[src/pcr_pkg.sv]
package pcr_pkg;
  // -------------------------------------------------------------------
  // register offsets (printed offsets are not multiples of four: index)
  // -------------------------------------------------------------------
  localparam logic [7:0] IDX_PORT0_OUTPUT_ENABLE = 8'h91;
  localparam logic [7:0] IDX_PORT0_LCD_BIAS_ENABLE = 8'h92;
  localparam logic [7:0] IDX_PORT2_PIN_MODE = 8'h93;
  localparam logic [7:0] IDX_SYSTEM_CONFIG_BITS = 8'h94;
  localparam int ADDR_W = 12;

  // -------------------------------------------------------------------
  // field positions
  // -------------------------------------------------------------------
  localparam int PIN21_MODE_LSB = 2;
  localparam int PIN20_MODE_LSB = 0;
  localparam int SINGLE_WIRE_UART_BIT = 7;
  localparam int TOUCH_CLOCK_ADJUST_BIT = 6;
  localparam int WATCHDOG_PERIOD_LSB = 4;
  localparam int ADC_CLOCK_DIV_LSB = 2;
  localparam int TIMER3_PERIOD_LSB = 0;

  // -------------------------------------------------------------------
  // reset values
  // -------------------------------------------------------------------
  localparam logic [7:0] RST_PORT0_OUTPUT_ENABLE = 8'h00;
  localparam logic [7:0] RST_PORT0_LCD_BIAS_ENABLE = 8'h00;
  localparam logic [7:0] RST_PORT2_PIN_MODE = 8'h05;
  localparam logic [7:0] RST_SYSTEM_CONFIG_BITS = 8'h00;

  // -------------------------------------------------------------------
  // undefined pin mode code and decoded periods
  // -------------------------------------------------------------------
  localparam logic [1:0] PIN_MODE_UNDEFINED = 2'h3;
  localparam logic [8:0] WDT_PERIOD_MS_0 = 9'd480;
  localparam logic [8:0] WDT_PERIOD_MS_1 = 9'd240;
  localparam logic [8:0] WDT_PERIOD_MS_2 = 9'd120;
  localparam logic [8:0] WDT_PERIOD_MS_3 = 9'd60;
  localparam logic [15:0] T3_PERIOD_0 = 16'd32768;
  localparam logic [15:0] T3_PERIOD_1 = 16'd8192;
  localparam logic [15:0] T3_PERIOD_2 = 16'd2048;
  localparam logic [15:0] T3_PERIOD_3 = 16'd128;

  localparam logic [1:0] RESP_OKAY = 2'h0;
  localparam logic [1:0] RESP_SLVERR = 2'h2;
endpackage

[src/pcr_decode.sv]
`timescale 1ns/1ps
// -------------------------------------------------------------------
// option decoder: turns the option register into period figures
// -------------------------------------------------------------------
module pcr_decode (
  input wire logic [7:0] opt,
  input wire logic [7:0] pmode,
  output logic [8:0] wdt_ms,
  output logic [15:0] t3_cycles,
  output logic [1:0] pin_undef
);
  genvar g;

  always_comb begin
    case (opt[pcr_pkg::WATCHDOG_PERIOD_LSB +: 2])
      2'h0: wdt_ms = pcr_pkg::WDT_PERIOD_MS_0;
      2'h1: wdt_ms = pcr_pkg::WDT_PERIOD_MS_1;
      2'h2: wdt_ms = pcr_pkg::WDT_PERIOD_MS_2;
      default: wdt_ms = pcr_pkg::WDT_PERIOD_MS_3;
    endcase
    case (opt[pcr_pkg::TIMER3_PERIOD_LSB +: 2])
      2'h0: t3_cycles = pcr_pkg::T3_PERIOD_0;
      2'h1: t3_cycles = pcr_pkg::T3_PERIOD_1;
      2'h2: t3_cycles = pcr_pkg::T3_PERIOD_2;
      default: t3_cycles = pcr_pkg::T3_PERIOD_3;
    endcase
  end

  // code 11 has no defined pin mode; flag it so pad logic can hold off
  for (g = 0; g < 2; g++) begin : g_pin
    assign pin_undef[g] = (pmode[2*g +: 2] == pcr_pkg::PIN_MODE_UNDEFINED);
  end
endmodule

[src/pcr_regs.sv]
// Chosen here: register access over AXI4-Lite.
`timescale 1ns/1ps
// Function
// LCD half-bias enable byte, resets zero
// two pin mode fields, reset 01
// option bit 7 selects single-wire UART
// option bit 6 enables touch clock adjust
// watchdog period select 480/240/120/60 ms
// Timer3 period select 32768 to 128
// writes act next cycle, reads return value
module pcr_regs (
  input wire logic CLK,
  input wire logic RST,
  input wire logic [11:0] S_AXI_AWADDR,
  input wire logic S_AXI_AWVALID,
  output logic S_AXI_AWREADY,
  input wire logic [31:0] S_AXI_WDATA,
  input wire logic [3:0] S_AXI_WSTRB,
  input wire logic S_AXI_WVALID,
  output logic S_AXI_WREADY,
  output logic [1:0] S_AXI_BRESP,
  output logic S_AXI_BVALID,
  input wire logic S_AXI_BREADY,
  input wire logic [11:0] S_AXI_ARADDR,
  input wire logic S_AXI_ARVALID,
  output logic S_AXI_ARREADY,
  output logic [31:0] S_AXI_RDATA,
  output logic [1:0] S_AXI_RRESP,
  output logic S_AXI_RVALID,
  input wire logic S_AXI_RREADY,
  output logic [7:0] PORT0_OUTPUT_ENABLE,
  output logic [7:0] PORT0_LCD_BIAS_ENABLE,
  output logic [1:0] PIN21_MODE_FIELD,
  output logic [1:0] PIN20_MODE_FIELD,
  output logic [1:0] PIN_MODE_UNDEFINED,
  output logic SINGLE_WIRE_UART_ENABLE,
  output logic TOUCH_CLOCK_AUTO_ADJUST,
  output logic [1:0] WATCHDOG_PERIOD_SELECT,
  output logic [1:0] ADC_CLOCK_DIV_SELECT,
  output logic [1:0] TIMER3_PERIOD_SELECT,
  output logic [8:0] WATCHDOG_PERIOD_MS,
  output logic [15:0] TIMER3_PERIOD_CYCLES
);
  // -------------------------------------------------------------------
  // state
  // -------------------------------------------------------------------
  typedef struct packed {
    logic [7:0] oe;
    logic [7:0] bias;
    logic [7:0] pmode;
    logic [7:0] opt;
    // bus side: the halves of a write may arrive in either order
    logic aw_held;
    logic [9:0] aw_idx;
    logic aw_ok;
    logic w_held;
    logic [7:0] w_byte;
    logic w_lane0;
    logic bvalid;
    logic [1:0] bresp;
    logic rvalid;
    logic [1:0] rresp;
    logic [31:0] rdata;
  } pcr_state_t;

  pcr_state_t s;
  pcr_state_t next_s;
  logic [8:0] wdt_ms;
  logic [15:0] t3_cycles;
  logic [1:0] pin_undef;

  // -------------------------------------------------------------------
  // address decode
  // -------------------------------------------------------------------
  // the printed offsets are word indexes; anything else answers SLVERR
  function automatic logic idx_ok(input logic [9:0] idx);
    idx_ok = (idx == 10'(pcr_pkg::IDX_PORT0_OUTPUT_ENABLE)) ||
             (idx == 10'(pcr_pkg::IDX_PORT0_LCD_BIAS_ENABLE)) ||
             (idx == 10'(pcr_pkg::IDX_PORT2_PIN_MODE)) ||
             (idx == 10'(pcr_pkg::IDX_SYSTEM_CONFIG_BITS));
  endfunction

  // -------------------------------------------------------------------
  // bus channels: address and data may arrive in either order
  // -------------------------------------------------------------------
  // readies stay low while a response waits: one write in flight at most
  assign S_AXI_AWREADY = !s.aw_held && !s.bvalid;
  assign S_AXI_WREADY = !s.w_held && !s.bvalid;
  assign S_AXI_ARREADY = !s.rvalid;
  assign S_AXI_BVALID = s.bvalid;
  assign S_AXI_BRESP = s.bresp;
  assign S_AXI_RVALID = s.rvalid;
  assign S_AXI_RRESP = s.rresp;
  assign S_AXI_RDATA = s.rdata;

  always_comb begin
    logic aw_now;
    logic [9:0] aw_idx;
    logic aw_ok;
    logic w_now;
    logic [7:0] w_byte;
    logic w_lane0;
    logic [9:0] r_idx;
    logic [7:0] r_val;
    aw_now = 1'b0;
    aw_idx = 10'h000;
    aw_ok = 1'b0;
    w_now = 1'b0;
    w_byte = 8'h00;
    w_lane0 = 1'b0;
    r_idx = 10'h000;
    r_val = 8'h00;
    next_s = s;
    if (S_AXI_AWVALID && S_AXI_AWREADY) begin
      next_s.aw_held = 1'b1;
      next_s.aw_idx = S_AXI_AWADDR[11:2];
      next_s.aw_ok = idx_ok(S_AXI_AWADDR[11:2]);
    end
    if (S_AXI_WVALID && S_AXI_WREADY) begin
      next_s.w_held = 1'b1;
      next_s.w_byte = S_AXI_WDATA[7:0];
      next_s.w_lane0 = S_AXI_WSTRB[0];
    end
    aw_now = next_s.aw_held;
    aw_idx = next_s.aw_idx;
    aw_ok = next_s.aw_ok;
    w_now = next_s.w_held;
    w_byte = next_s.w_byte;
    w_lane0 = next_s.w_lane0;
    // -----------------------------------------------------------------
    // write commit
    // -----------------------------------------------------------------
    // both halves present: commit, visible from the next cycle
    if (aw_now && w_now && !s.bvalid) begin
      next_s.aw_held = 1'b0;
      next_s.w_held = 1'b0;
      next_s.bvalid = 1'b1;
      next_s.bresp = aw_ok ? pcr_pkg::RESP_OKAY : pcr_pkg::RESP_SLVERR;
      // only lane 0 carries data; upper lanes have nothing to hold
      if (aw_ok && w_lane0) begin
        case (aw_idx[7:0])
          pcr_pkg::IDX_PORT0_OUTPUT_ENABLE: next_s.oe = w_byte;
          pcr_pkg::IDX_PORT0_LCD_BIAS_ENABLE: next_s.bias = w_byte;
          pcr_pkg::IDX_PORT2_PIN_MODE: next_s.pmode = w_byte;
          pcr_pkg::IDX_SYSTEM_CONFIG_BITS: next_s.opt = w_byte;
          default: next_s.oe = s.oe;
        endcase
      end
    end
    // the response stands until the master takes it
    if (s.bvalid && S_AXI_BREADY) begin
      next_s.bvalid = 1'b0;
    end
    // -----------------------------------------------------------------
    // read path
    // -----------------------------------------------------------------
    // reads use the stored bytes, so a read on a commit edge sees the
    // old value; the new one shows from the next cycle
    if (S_AXI_ARVALID && S_AXI_ARREADY) begin
      r_idx = S_AXI_ARADDR[11:2];
      // an unmapped index whose low byte aliases a register reads zero
      if (idx_ok(r_idx)) begin
        case (r_idx[7:0])
          pcr_pkg::IDX_PORT0_OUTPUT_ENABLE: r_val = s.oe;
          pcr_pkg::IDX_PORT0_LCD_BIAS_ENABLE: r_val = s.bias;
          pcr_pkg::IDX_PORT2_PIN_MODE: r_val = s.pmode;
          pcr_pkg::IDX_SYSTEM_CONFIG_BITS: r_val = s.opt;
          default: r_val = 8'h00;
        endcase
      end
      next_s.rvalid = 1'b1;
      next_s.rdata = {24'h000000, r_val};
      next_s.rresp = idx_ok(r_idx) ? pcr_pkg::RESP_OKAY
                                   : pcr_pkg::RESP_SLVERR;
    end else if (s.rvalid && S_AXI_RREADY) begin
      next_s.rvalid = 1'b0;
    end
  end

  // -------------------------------------------------------------------
  // registers
  // -------------------------------------------------------------------
  // reset is synchronous: handshake state clears, bytes take reset values
  always_ff @(posedge CLK) begin
    if (RST) begin
      s <= '0;
      s.oe <= pcr_pkg::RST_PORT0_OUTPUT_ENABLE;
      s.bias <= pcr_pkg::RST_PORT0_LCD_BIAS_ENABLE;
      s.pmode <= pcr_pkg::RST_PORT2_PIN_MODE;
      s.opt <= pcr_pkg::RST_SYSTEM_CONFIG_BITS;
    end else begin
      s <= next_s;
    end
  end

  // -------------------------------------------------------------------
  // fields out to the peripherals
  // -------------------------------------------------------------------
  pcr_decode u_decode (
    .opt(s.opt),
    .pmode(s.pmode),
    .wdt_ms(wdt_ms),
    .t3_cycles(t3_cycles),
    .pin_undef(pin_undef)
  );

  assign PORT0_OUTPUT_ENABLE = s.oe;
  assign PORT0_LCD_BIAS_ENABLE = s.bias;
  assign PIN21_MODE_FIELD = s.pmode[pcr_pkg::PIN21_MODE_LSB +: 2];
  assign PIN20_MODE_FIELD = s.pmode[pcr_pkg::PIN20_MODE_LSB +: 2];
  // code 11 is kept as written; the pad logic decides what to do with it
  assign PIN_MODE_UNDEFINED = pin_undef;
  assign SINGLE_WIRE_UART_ENABLE =
    s.opt[pcr_pkg::SINGLE_WIRE_UART_BIT];
  assign TOUCH_CLOCK_AUTO_ADJUST =
    s.opt[pcr_pkg::TOUCH_CLOCK_ADJUST_BIT];
  assign WATCHDOG_PERIOD_SELECT =
    s.opt[pcr_pkg::WATCHDOG_PERIOD_LSB +: 2];
  // the divider itself lives outside; only its select is stored here
  assign ADC_CLOCK_DIV_SELECT = s.opt[pcr_pkg::ADC_CLOCK_DIV_LSB +: 2];
  assign TIMER3_PERIOD_SELECT =
    s.opt[pcr_pkg::TIMER3_PERIOD_LSB +: 2];
  assign WATCHDOG_PERIOD_MS = wdt_ms;
  assign TIMER3_PERIOD_CYCLES = t3_cycles;
endmodule

[config.mk]
export PLATFORM = sky130hd
export DESIGN_NAME = pcr_regs
export DESIGN_NICKNAME = d
export VERILOG_FILES = /design/src/pcr_pkg.sv /design/src/pcr_decode.sv /design/src/pcr_regs.sv
export SDC_FILE = /design/constraint.sdc
export NUM_CORES = 1
export LEC_CHECK = 0
export BUFFER_PORTS_ARGS = -buffer_cell sky130_fd_sc_hd__buf_2
export CAP_MARGIN = 20
export CORE_MARGIN = 1
export CORE_UTILIZATION = 45
export DETAILED_ROUTE_END_ITERATION = 10
export GPL_TIMING_DRIVEN = 0
export PLACE_DENSITY = 0.77
export SLEW_MARGIN = 0
export SYNTH_ARGS = -nofsm -noshare
export SYNTH_HDL_FRONTEND = slang
export SYNTH_SLANG_ARGS = --single-unit
[constraint.sdc]
create_clock -name CLK -period 4.68 [get_ports CLK]
set_input_delay 0.702 -clock CLK [delete_from_list [all_inputs] [get_ports CLK]]
set_output_delay 0.702 -clock CLK [all_outputs]
set_load 0.02 [all_outputs]
==> run summary, run 1 <==
Status: finished, final reports clean
RSZ-0062 raised after global routing: false
Global Route Usage Sum: 20.0%
Global routing's busiest layer: met2
CP Max Fanout: 8
Via Count: 2957
Crit Path Category: primary input to flip-flop
Cell accounting for the most synthesized area: dfxtp_1
Setup-failing EPs final: 0
Overflow after GRT: 0
Post-Syn Area: 3570 um^2
Worst-Skew Late Latency: 350 ps
Req. time, crit path: 4930 ps
Final Cycle Share: 47.9%
Most frequent cells in the layout: 90 x buf_2, 77 x buf_4, 64 x dfxtp_1
Fin nets: 596
Post-synthesis cell count: 390
Global Route met1 Usage: 24.6%
Via/cell ratio: 4.65
Ratio of cells with drive above 1 in the final layout: 37.3%
CP Cell Sequence: buf_2 > or4_1 > nor4bb_1 > clkbuf_1 > nand2_1 > a211oi_1
Slew HR: 55.9%
Routed Antenna Nets: 0
Hold Vio Cnt, Final: 0
Largest net degree at the start of global routing: 13
Core Footprint: 7690 um^2
CTS resizes: 0
Syn. warnings: 0
Starting Density: 46.5%
Fmax: 0.446 GHz
Post-synthesis sequential area ratio: 35.9%
Inserted Diodes: 0
Crit path time final: 2240 ps
Power density over cell area: 275 nW/um^2
Commonest non-fill, non-tap cell in the layout: buf_2
I/O pin cnt: 163
Lkg Pwr: 2.31 nW
FP Rows: 32
Worst slew pin tran: 657 ps
Clock tree sinks: 64
Critical Path Max Stage Delay: 650 ps
Post-DP HPWL: 6.00 mm
CP Capture Type: flip-flop
Met3 Use GR: 3.85%
Die X: 91.1 um
Iteration count of the initial detailed-routing pass: 4
Post-layout util: 58.4%
Hold Path Class: flip-flop to flip-flop
CTS tree: built
Placed insts: 620
Synth top area cells: dfxtp_1 36%, buf_4 16%, mux2i_1 11%, nand2b_1 5.6%, nand2_1 2.7%
Number of global-route vias before repair: 2696
Area grow syn2layout: 25.6%
Die area: 8300 um^2
Grt met2 use: 33.5%
Finished Layout Cells: 636
Crit path launch type: primary input
# DRC: 0
# Post-CTS Setup Buffers: 0
Synth cell types: 42
Initial antenna violation count: 0
VDD IR-drop max: 0.246 mV
Critical path arrival: 2490 ps
First-pass GRT wire length: 13.1 mm
Seq cells post-synth: 64
Post-CTS Hold Buffers: 0
Max-cap violations: 0
Max-slew violation count: 0
H-tree depth: 3
Setup TNS: 0 ps
I/O Buffers: 89
CTS max path bufs: 2
Final WL: 8.01 mm
Cts bufs inserted: 9
Routed WL per cell: 12.6 um
Post-Syn Area per Cell: 9.16 um^2
CP max stage cell: or4_1
Top-area cell type share of the netlist area: 35.9%
Final Skew: 15.7 ps
Clock Tree Root: clkbuf_8
Gp weighted congestion: 0.818
Die H: 91.1 um
Clock transition at the registers of the reported paths: 80 ps
Initial DRC count: 138
==> power by group <==
| group | total [mW] | switching [mW] | internal (mW) |
|---|---|---|---|
| clock network | 0.471 | 0.225 | 0.245 |
| registers | 0.571 | 0.0102 | 0.561 |
| logic | 0.195 | 0.115 | 0.0800 |
| total | 1.24 | 0.350 | 0.886 |
==> stage by stage <==
step / setup WS (ps) / total power, mW / hold slack [ps] / cell area [um^2]
2_1_floorplan: 2490 / 0.730 / 432 / 3720
3_3_place_gp: 2130 / 0.772 / 443 / 4290
3_5_place_dp: 2090 / 0.777 / 448 / 4290
4_1_cts: 2450 / 1.24 / 460 / 4490
5_1_grt: 2330 / 1.29 / 489 / 4490
6_report: 2440 / 1.24 / 457 / 4490
==> critical path, delay by kind of cell <==
| family | cells | cell delay (ps) |
|---|---|---|
| buffers and inverters | 2 | 450 |
| AND/OR/NAND/NOR | 3 | 1090 |
| AO/OA/AOI/OAI | 1 | 240 |
==> final cells by class <==
cell class | count | area, um^2
fill | 695 | 3200
multi-input combinational | 259 | 1740
inverter | 12 | 45.0
tap | 102 | 128
timing repair buffer | 89 | 445
buffer | 94 | 651
clock buffer | 9 | 124
sequential | 64 | 1280
clock inverter | 7 | 72.6
==> Yosys cell counts, drive strengths merged <==
master,instances
nand2b,32
o2111ai,1
a211oi,9
o21ai,2
mux2,1
nor4bb,1
nor3,7
or3b,1
or2,9
clkbuf,13
nand2,26
conb,2
nor4b,2
nor2b,9
dfxtp,64
or2b,1
a222oi,8
a22o,8
or3,3
inv,12
or4,1
buf,81
nor2,14
nand3b,4
xor2,1
mux2i,41
nor3b,3
o21a,1
nand3,9
and2,3
a21oi,21
==> path summary, 6_finish.rpt <==
path / start / slack (ps) / cells past startpoint / endpoint
setup reg to reg: S_AXI_BVALID$_SDFFE_PP0P_ / 2490 / 5 / SINGLE_WIRE_UART_ENABLE$_SDFFE_PP0P_
setup / recovery: S_AXI_ARADDR[5] / 2440 / 6 / S_AXI_RDATA[2]$_SDFFE_PP0P_
hold / removal: s[55]$_SDFF_PP0_ / 460 / 2 / s[55]$_SDFF_PP0_
hold reg to reg: s[55]$_SDFF_PP0_ / 460 / 2 / s[55]$_SDFF_PP0_
==> state kept, by name, summed over array words and instances, names as in the netlist, 2 cells and up <==
register	cells
PIN21_MODE_FIELD	2
PIN20_MODE_FIELD	2
TIMER3_PERIOD_SELECT	2
PORT0_LCD_BIAS_ENABLE	8
ADC_CLOCK_DIV_SELECT	2
s	24
WATCHDOG_PERIOD_SELECT	2
S_AXI_RDATA	8
PORT0_OUTPUT_ENABLE	8
==> cells by family (layout without fill, tap and decap cells) <==
group                  count (synthesis)  count (layout)  synth area share [%]
buffers and inverters                106             211                  19.5
AO/OA/AOI/OAI                         50              50                  11.2
XOR/XNOR                               1               1                 0.245
other                                  2              41                 0.210
AND/OR/NAND/NOR                      125             125                  21.1
flip-flops                            64              64                  35.9
multiplexers                          42              42                  11.9
==> layer usage <==
metal / routed length, um / vias to the layer above
met5: 0 / -
met4: 166 / 0
met3: 520 / 13
met2: 3770 / 96
met1: 3550 / 1360
li1: - / 1488
No activity file was read; power rests on OpenSTA's default activity.
==> run 2: changes to the inputs <==
--- a/config.mk
+++ b/config.mk
@@ -8,7 +8,7 @@
 export BUFFER_PORTS_ARGS = -buffer_cell sky130_fd_sc_hd__buf_2
 export CAP_MARGIN = 20
 export CORE_MARGIN = 1
-export CORE_UTILIZATION = 45
+export CORE_UTILIZATION = 43
 export DETAILED_ROUTE_END_ITERATION = 10
 export GPL_TIMING_DRIVEN = 0
 export PLACE_DENSITY = 0.77
==> constraint.sdc (replaced) <==
create_clock -name CLK -period 1.89 [get_ports CLK]
set_input_delay 0.2835 -clock CLK [delete_from_list [all_inputs] [get_ports CLK]]
set_output_delay 0.2835 -clock CLK [all_outputs]
set_load 0.02 [all_outputs]
==> run summary, run 2 (synthesis results as in run 1) <==
Worst setup path end: PORT0_LCD_BIAS_ENABLE[1]$_SDFFE_PP0P_
Fmax: 0.532 GHz
Cts bufs inserted: 9 (unchanged)
Crit path time final: 1880 ps
Ratio of cells with drive above 1 in the final layout: 40.1% (+2.9 points)
Lkg Pwr: 2.39 nW (+3.8%)
Worst Setup SP: s[59]$_SDFF_PP0_
Fraction of power spent switching nets: 27.4% (-0.87 points)
Largest net degree at the start of global routing: 12 (-1)
Internal power: 2.26 mW (+150%)
Clock tree sinks: 64 (unchanged)
Commonest non-fill, non-tap cell in the layout: buf_2
First-pass GRT wire length: 13.0 mm (-0.58%)
Routed Antenna Nets: 0 (unchanged)
Clk pwr share: 37.7% (-0.4 points)
Crit Path Category: flip-flop to flip-flop
Via Count: 2994 (+1.3%)
CP Capture Type: flip-flop
Multi-input logic area: 1790 um^2 (+2.7%)
Clock transition at the registers of the reported paths: 80 ps (about the same)
Core Footprint: 7890 um^2 (+2.6%)
Max-slew violation count: 0 (unchanged)
Post-CTS Hold Buffers: 0 (unchanged)
Reg2reg setup slack: 10 ps (-2480 ps)
H-tree depth: 3 (unchanged)
CP top delay family: simple AND/OR/NAND/NOR gates
Initial DRC count: 173 (+25%)
# DRC: 0 (unchanged)
Finished Layout Cells: 645 (+1.4%)
Max FFs per register: 24 (unchanged)
Final WL: 8.21 mm (+2.5%)
Power density over cell area: 669 nW/um^2 (+140%)
WHS: 188 ps (-270 ps)
Fillers: 695 (unchanged)
Placed inst area: 4290 um^2 (about the same)
Fin nets: 605 (+1.5%)
Crit path launch type: flip-flop
CTS tree: built
CP Cell Sequence: or3b_1 > buf_6 > mux2_4 > a21oi_4 > nand3_4 > mux2i_1
Slew HR: 61.9% (+5.9 points)
Max-cap violations: 0 (unchanged)
Worst-Skew Late Latency: 340 ps (about the same)
Initial antenna violation count: 0 (unchanged)
R2R depth: 6 (+1)
Post-DP HPWL: 6.02 mm (+0.39%)
Most frequent cells in the layout: 89 x buf_2, 84 x buf_4, 62 x dfxtp_1
Final Cycle Share: 99.4%
Gp weighted congestion: 0.814 (-0.42%)
Worst setup margin: 11.7 ps (-2420 ps)
FP Rows: 32 (unchanged)
Setup-failing EPs final: 0 (unchanged)
Die H: 93.1 um (+2.3%)
Die area: 8680 um^2 (+4.6%)
Inserted Diodes: 0 (unchanged)
I/O pin cnt: 163 (unchanged)
Placed insts: 620 (unchanged)
Overflow after GRT: 0 (unchanged)
VDD IR-drop max: 0.428 mV (+74%)
Reg2reg end: PORT0_LCD_BIAS_ENABLE[1]$_SDFFE_PP0P_
Via/cell ratio: 4.64 (-0.16%)
Flop pwr share: 45.6% (-0.6 points)
Die X: 93.1 um (+2.3%)
Worst slew pin tran: 570 ps (-87.7 ps)
Comb pwr share: 16.8% (+1.1 points)
Sequential Area: 1290 um^2 (+0.39%)
Hold Path Class: primary input to flip-flop
Crit path buffers/inverters: 1 (-1)
Reg with most FFs: s
Number of global-route vias before repair: 2698 (+0.074%)
Fin area: 4650 um^2 (+3.5%)
Req. time, crit path: 2110 ps (-2820 ps)
Status: finished, final reports clean
Final Skew: 13.2 ps (-2.47 ps)
Critical Path Max Stage Delay: 390 ps (-260 ps)
Hold Vio Cnt, Final: 0 (unchanged)
RSZ-0062 raised after global routing: true
Starting Density: 45.3% (-1.2 points)
Area grow syn2layout: 30.1%
Worst path depth: 6 (unchanged)
Sw power: 854 uW (+140%)
Worst r2r src: s[59]$_SDFF_PP0_
Place WS: -256 ps (-2350 ps)
Routed WL per cell: 12.7 um (+1.1%)
I/O Buffers: 89 (unchanged)
CP Max Fanout: 8 (unchanged)
Clock Tree Root: clkbuf_8
Global Route Usage Sum: 19.4% (-0.61 points)
Iteration count of the initial detailed-routing pass: 5 (+1)
CTS max path bufs: 2 (unchanged)
Critical path arrival: 2090 ps (-400 ps)
CP max stage cell: or3b_1
run 2: cell types whose count changed in the layout (fill, tap and decap cells not counted), sizes merged:
cell and delta:
buf +10, clkbuf +1, clkinv -1, clkinvlp -1
run 2: worst min-delay path, delay by kind of cell:
| family | cells | cell delay (ps) |
|---|---|---|
| buf+inv | 1 | 100 |
| compound gates | 1 | 50 |
| simple gates | 1 | 50 |
run 2: power by group through the flow:
stage / clock [mW] / combinational (mW) / sequential (mW)
floorplan: 0 / 0.364 / 1.44
global placement: 0 / 0.471 / 1.44
detailed placement: 0 / 0.479 / 1.45
CTS: 1.19 / 0.494 / 1.41
global route: 1.26 / 0.565 / 1.42
finish: 1.17 / 0.522 / 1.42
run 2: final cells by class:
class                           instances  area share [%]
Sequential cell                        64            27.7
Multi-Input combinational cell        259            38.5
Inverter                               12           0.970
Buffer                                 93            14.2
Clock buffer                           11            3.04
Tap cell                              102            2.75
Clock inverter                          5            1.21
Timing Repair Buffer                   99            11.7
run 2: worst min-delay path by stage:
| stage | slack [ps] | from | end | depth (start not counted) |
|---|---|---|---|---|
| after floorplan | 420 | S_AXI_AWADDR[6] | s[53]$_SDFF_PP0_ | 2 |
| after global placement | 440 | s[53]$_SDFF_PP0_ | s[53]$_SDFF_PP0_ | 2 |
| after detailed placement | 450 | s[74]$_SDFFE_PP0P_ | S_AXI_RDATA[6]$_SDFFE_PP0P_ | 2 |
| after CTS | 180 | S_AXI_AWADDR[5] | s[52]$_SDFF_PP0_ | 3 |
| after global routing | 190 | S_AXI_AWADDR[5] | s[52]$_SDFF_PP0_ | 3 |
| final | 190 | S_AXI_AWADDR[5] | s[52]$_SDFF_PP0_ | 3 |
run 2: repair_timing:
item / 4_1_cts / 5_1_grt
resized for setup: 7 / 12
pin swaps: 6 / 6
endpoints found under the setup margin: 41 / 40
buffers inserted: 6 / 4
run 2: routing by layer:
metal  GRT usage [%]  wire, um  up-vias
li1                -         -     1504
met1            24.0      3540     1339
met2            32.2      3910      135
met3            3.74       556       16
met4            9.36       197        0
met5               0         0        -
run 2: per-stage QoR:
step	setup TNS (ps)	power [mW]	utilization (%)
floorplan	0	1.81	-
global placement	-4870	1.91	54.4
detailed placement	-6200	1.92	54.4
CTS	-0.631	3.10	57.9
global route	-1540	3.25	58.9
finish	0	3.11	58.9
==> run 3: changes to the inputs <==
--- a/config.mk
+++ b/config.mk
@@ -7,6 +7,7 @@
 export LEC_CHECK = 0
 export BUFFER_PORTS_ARGS = -buffer_cell sky130_fd_sc_hd__buf_2
 export CAP_MARGIN = 20
+export CORE_ASPECT_RATIO = 0.9
 export CORE_MARGIN = 1
 export CORE_UTILIZATION = 43
 export DETAILED_ROUTE_END_ITERATION = 10
==> run summary, run 3 (synthesis results as in run 1) <==
Via/cell ratio: 4.68 (+0.77%)
Area grow syn2layout: 29.5%
Routed WL per cell: 13.4 um (+5.0%)
Number of global-route vias before repair: 2686 (-0.44%)
CP max stage cell: or3b_4
Place WS: -244 ps (+11.4 ps)
Placed insts: 617 (-0.48%)
Tot Pwr: 2.97 mW (-4.3%)
First-pass GRT wire length: 12.9 mm (-0.69%)
I/O pin cnt: 163 (unchanged)
CP Capture Type: flip-flop
Clock transition at the registers of the reported paths: 70 ps (about the same)
Ratio of cells with drive above 1 in the final layout: 41.1% (+0.92 points)
Slew HR: 65.3% (+3.4 points)
CTS tree: built
CP Cell Sequence: or3b_4 > mux2_4 > a21oi_4 > nand3_4 > mux2i_1
Gp weighted congestion: 0.870 (+6.8%)
Commonest non-fill, non-tap cell in the layout: buf_2
Fraction of power spent switching nets: 28.8% (+1.4 points)
Req. time, crit path: 2100 ps (about the same)
Via Count: 3003 (+0.30%)
Failing checks: design-rule violations
Comb pwr share: 17.7% (+0.9 points)
Die area: 8680 um^2 (about the same)
Overflow after GRT: 0 (unchanged)
Max FFs per register: 24 (unchanged)
# DRC: 12 (+12)
CTS max path bufs: 2 (unchanged)
RSZ-0062 raised after global routing: true
I/O Buffers: 89 (unchanged)
Sw power: 857 uW (+0.39%)
Initial DRC count: 175 (+1.2%)
Worst slew pin tran: 521 ps (-48.7 ps)
Iteration count of the initial detailed-routing pass: 8 (+3)
Core Footprint: 8070 um^2 (+2.3%)
Setup-failing EPs final: 0 (unchanged)
Final Skew: 8.21 ps (-5.01 ps)
Worst setup margin: 41.1 ps (+29.3 ps)
Hold Vio Cnt, Final: 0 (unchanged)
Largest net degree at the start of global routing: 12 (unchanged)
Clk pwr share: 34.6% (-3.1 points)
Critical Path Max Stage Delay: 440 ps (+50 ps)
Max-slew violation count: 0 (unchanged)
Crit path buffers/inverters: 0 (-1)
Critical path arrival: 2060 ps (-30 ps)
H-tree depth: 3 (unchanged)
Initial antenna violation count: 0 (unchanged)
CP Max Fanout: 8 (unchanged)
Fmax: 0.541 GHz (+1.6%)
Fin area: 4630 um^2 (-0.40%)
Die X: 98.1 um (+5.3%)
Post-CTS Hold Buffers: 0 (unchanged)
Die H: 88.5 um (-5.0%)
Crit path time final: 1850 ps (-29.3 ps)
FP Rows: 31 (-3.1%)
Status: finished, violations left
Final Cycle Share: 97.8% (-1.6 points)
Routed Antenna Nets: 0 (unchanged)
Lkg Pwr: 2.38 nW (-0.73%)
Global Route Usage Sum: 19.2% (-0.14 points)
VDD IR-drop max: 0.461 mV (+7.7%)
Final WL: 8.58 mm (+4.5%)
Inserted Diodes: 0 (unchanged)
Finished Layout Cells: 642 (-0.47%)
Starting Density: 44.3% (-1.0 points)
Reg with most FFs: s
Clock tree sinks: 64 (unchanged)
Power density over cell area: 643 nW/um^2 (-4.0%)
Max-cap violations: 0 (unchanged)
Crit Path Category: flip-flop to flip-flop
Crit path launch type: flip-flop
Fin nets: 605 (unchanged)
Most frequent cells in the layout: 89 x buf_2, 87 x buf_4, 60 x dfxtp_1
Clock Tree Root: clkbuf_8
Flop pwr share: 47.7% (+2.1 points)
Setup TNS: 0 ps (unchanged)
Hold Path Class: primary input to flip-flop
Cts bufs inserted: 9 (unchanged)
Worst-Skew Late Latency: 330 ps (about the same)
Internal power: 2.12 mW (-6.1%)
CP top delay family: simple AND/OR/NAND/NOR gates
Post-DP HPWL: 6.31 mm (+4.8%)
Placed inst area: 4290 um^2 (about the same)
## run 3: timing repair
action                                 in CTS  in global routing
resized for setup                           9                 16
endpoints found under the hold margin       0                  0
setup endpoints to repair                  41                 40
pin swaps                                   5                 10
buffers inserted                            5                  6
## run 3: worst register-to-register path: cells and delay by family (launching register included)
| kind | cells | cell delay [ps] |
|---|---|---|
| flops | 1 | 370 |
| simple gates | 2 | 640 |
| mux | 2 | 570 |
| compound gates | 1 | 160 |
## run 3: through the flow
stage          hold WS, ps  utilization [%]
3_3_place_gp           444             53.2
6_report               195             57.4
4_1_cts                191             56.4
2_1_floorplan          419                -
5_1_grt                201             57.4
3_5_place_dp           455             53.2
## run 3: final timing paths
check,from,endpoint,slack (ps),cells past startpoint
max,s[59]$_SDFF_PP0_,PORT0_LCD_BIAS_ENABLE[1]$_SDFFE_PP0P_,40,5
min,S_AXI_BREADY,S_AXI_BVALID$_SDFFE_PP0P_,200,3
max reg2reg,s[59]$_SDFF_PP0_,PORT0_LCD_BIAS_ENABLE[1]$_SDFFE_PP0P_,40,5
min reg2reg,s[56]$_SDFF_PP0_,s[56]$_SDFF_PP0_,470,2
## run 3: power by group through the flow
stage / clock (mW) / combinational (mW) / sequential, mW
after floorplan: 0 / 0.364 / 1.44
after global placement: 0 / 0.472 / 1.44
after detailed placement: 0 / 0.483 / 1.45
after CTS: 1.05 / 0.505 / 1.42
after global routing: 1.10 / 0.564 / 1.42
final: 1.03 / 0.526 / 1.42
## run 3: area by class of cell
cell class / count / area (um^2)
inverter: 12 / 45.0
clock inverter: 5 / 32.5
sequential: 64 / 1290
multi-input combinational: 259 / 1800
buffer: 92 / 647
clock buffer: 11 / 141
tap: 99 / 124
timing repair buffer: 100 / 541
fill: 732 / 3440
## run 3: routing by layer
layer / vias to the layer above / part of all wire (%) / wire [um] / track usage, %
li1: 1504 / - / - / -
met1: 1382 / 44 / 3820 / 23.8
met2: 109 / 48 / 4100 / 33.5
met3: 8 / 6.8 / 586 / 3.40
met4: 0 / 0.87 / 75 / 7.85
met5: - / 0 / 0 / 0
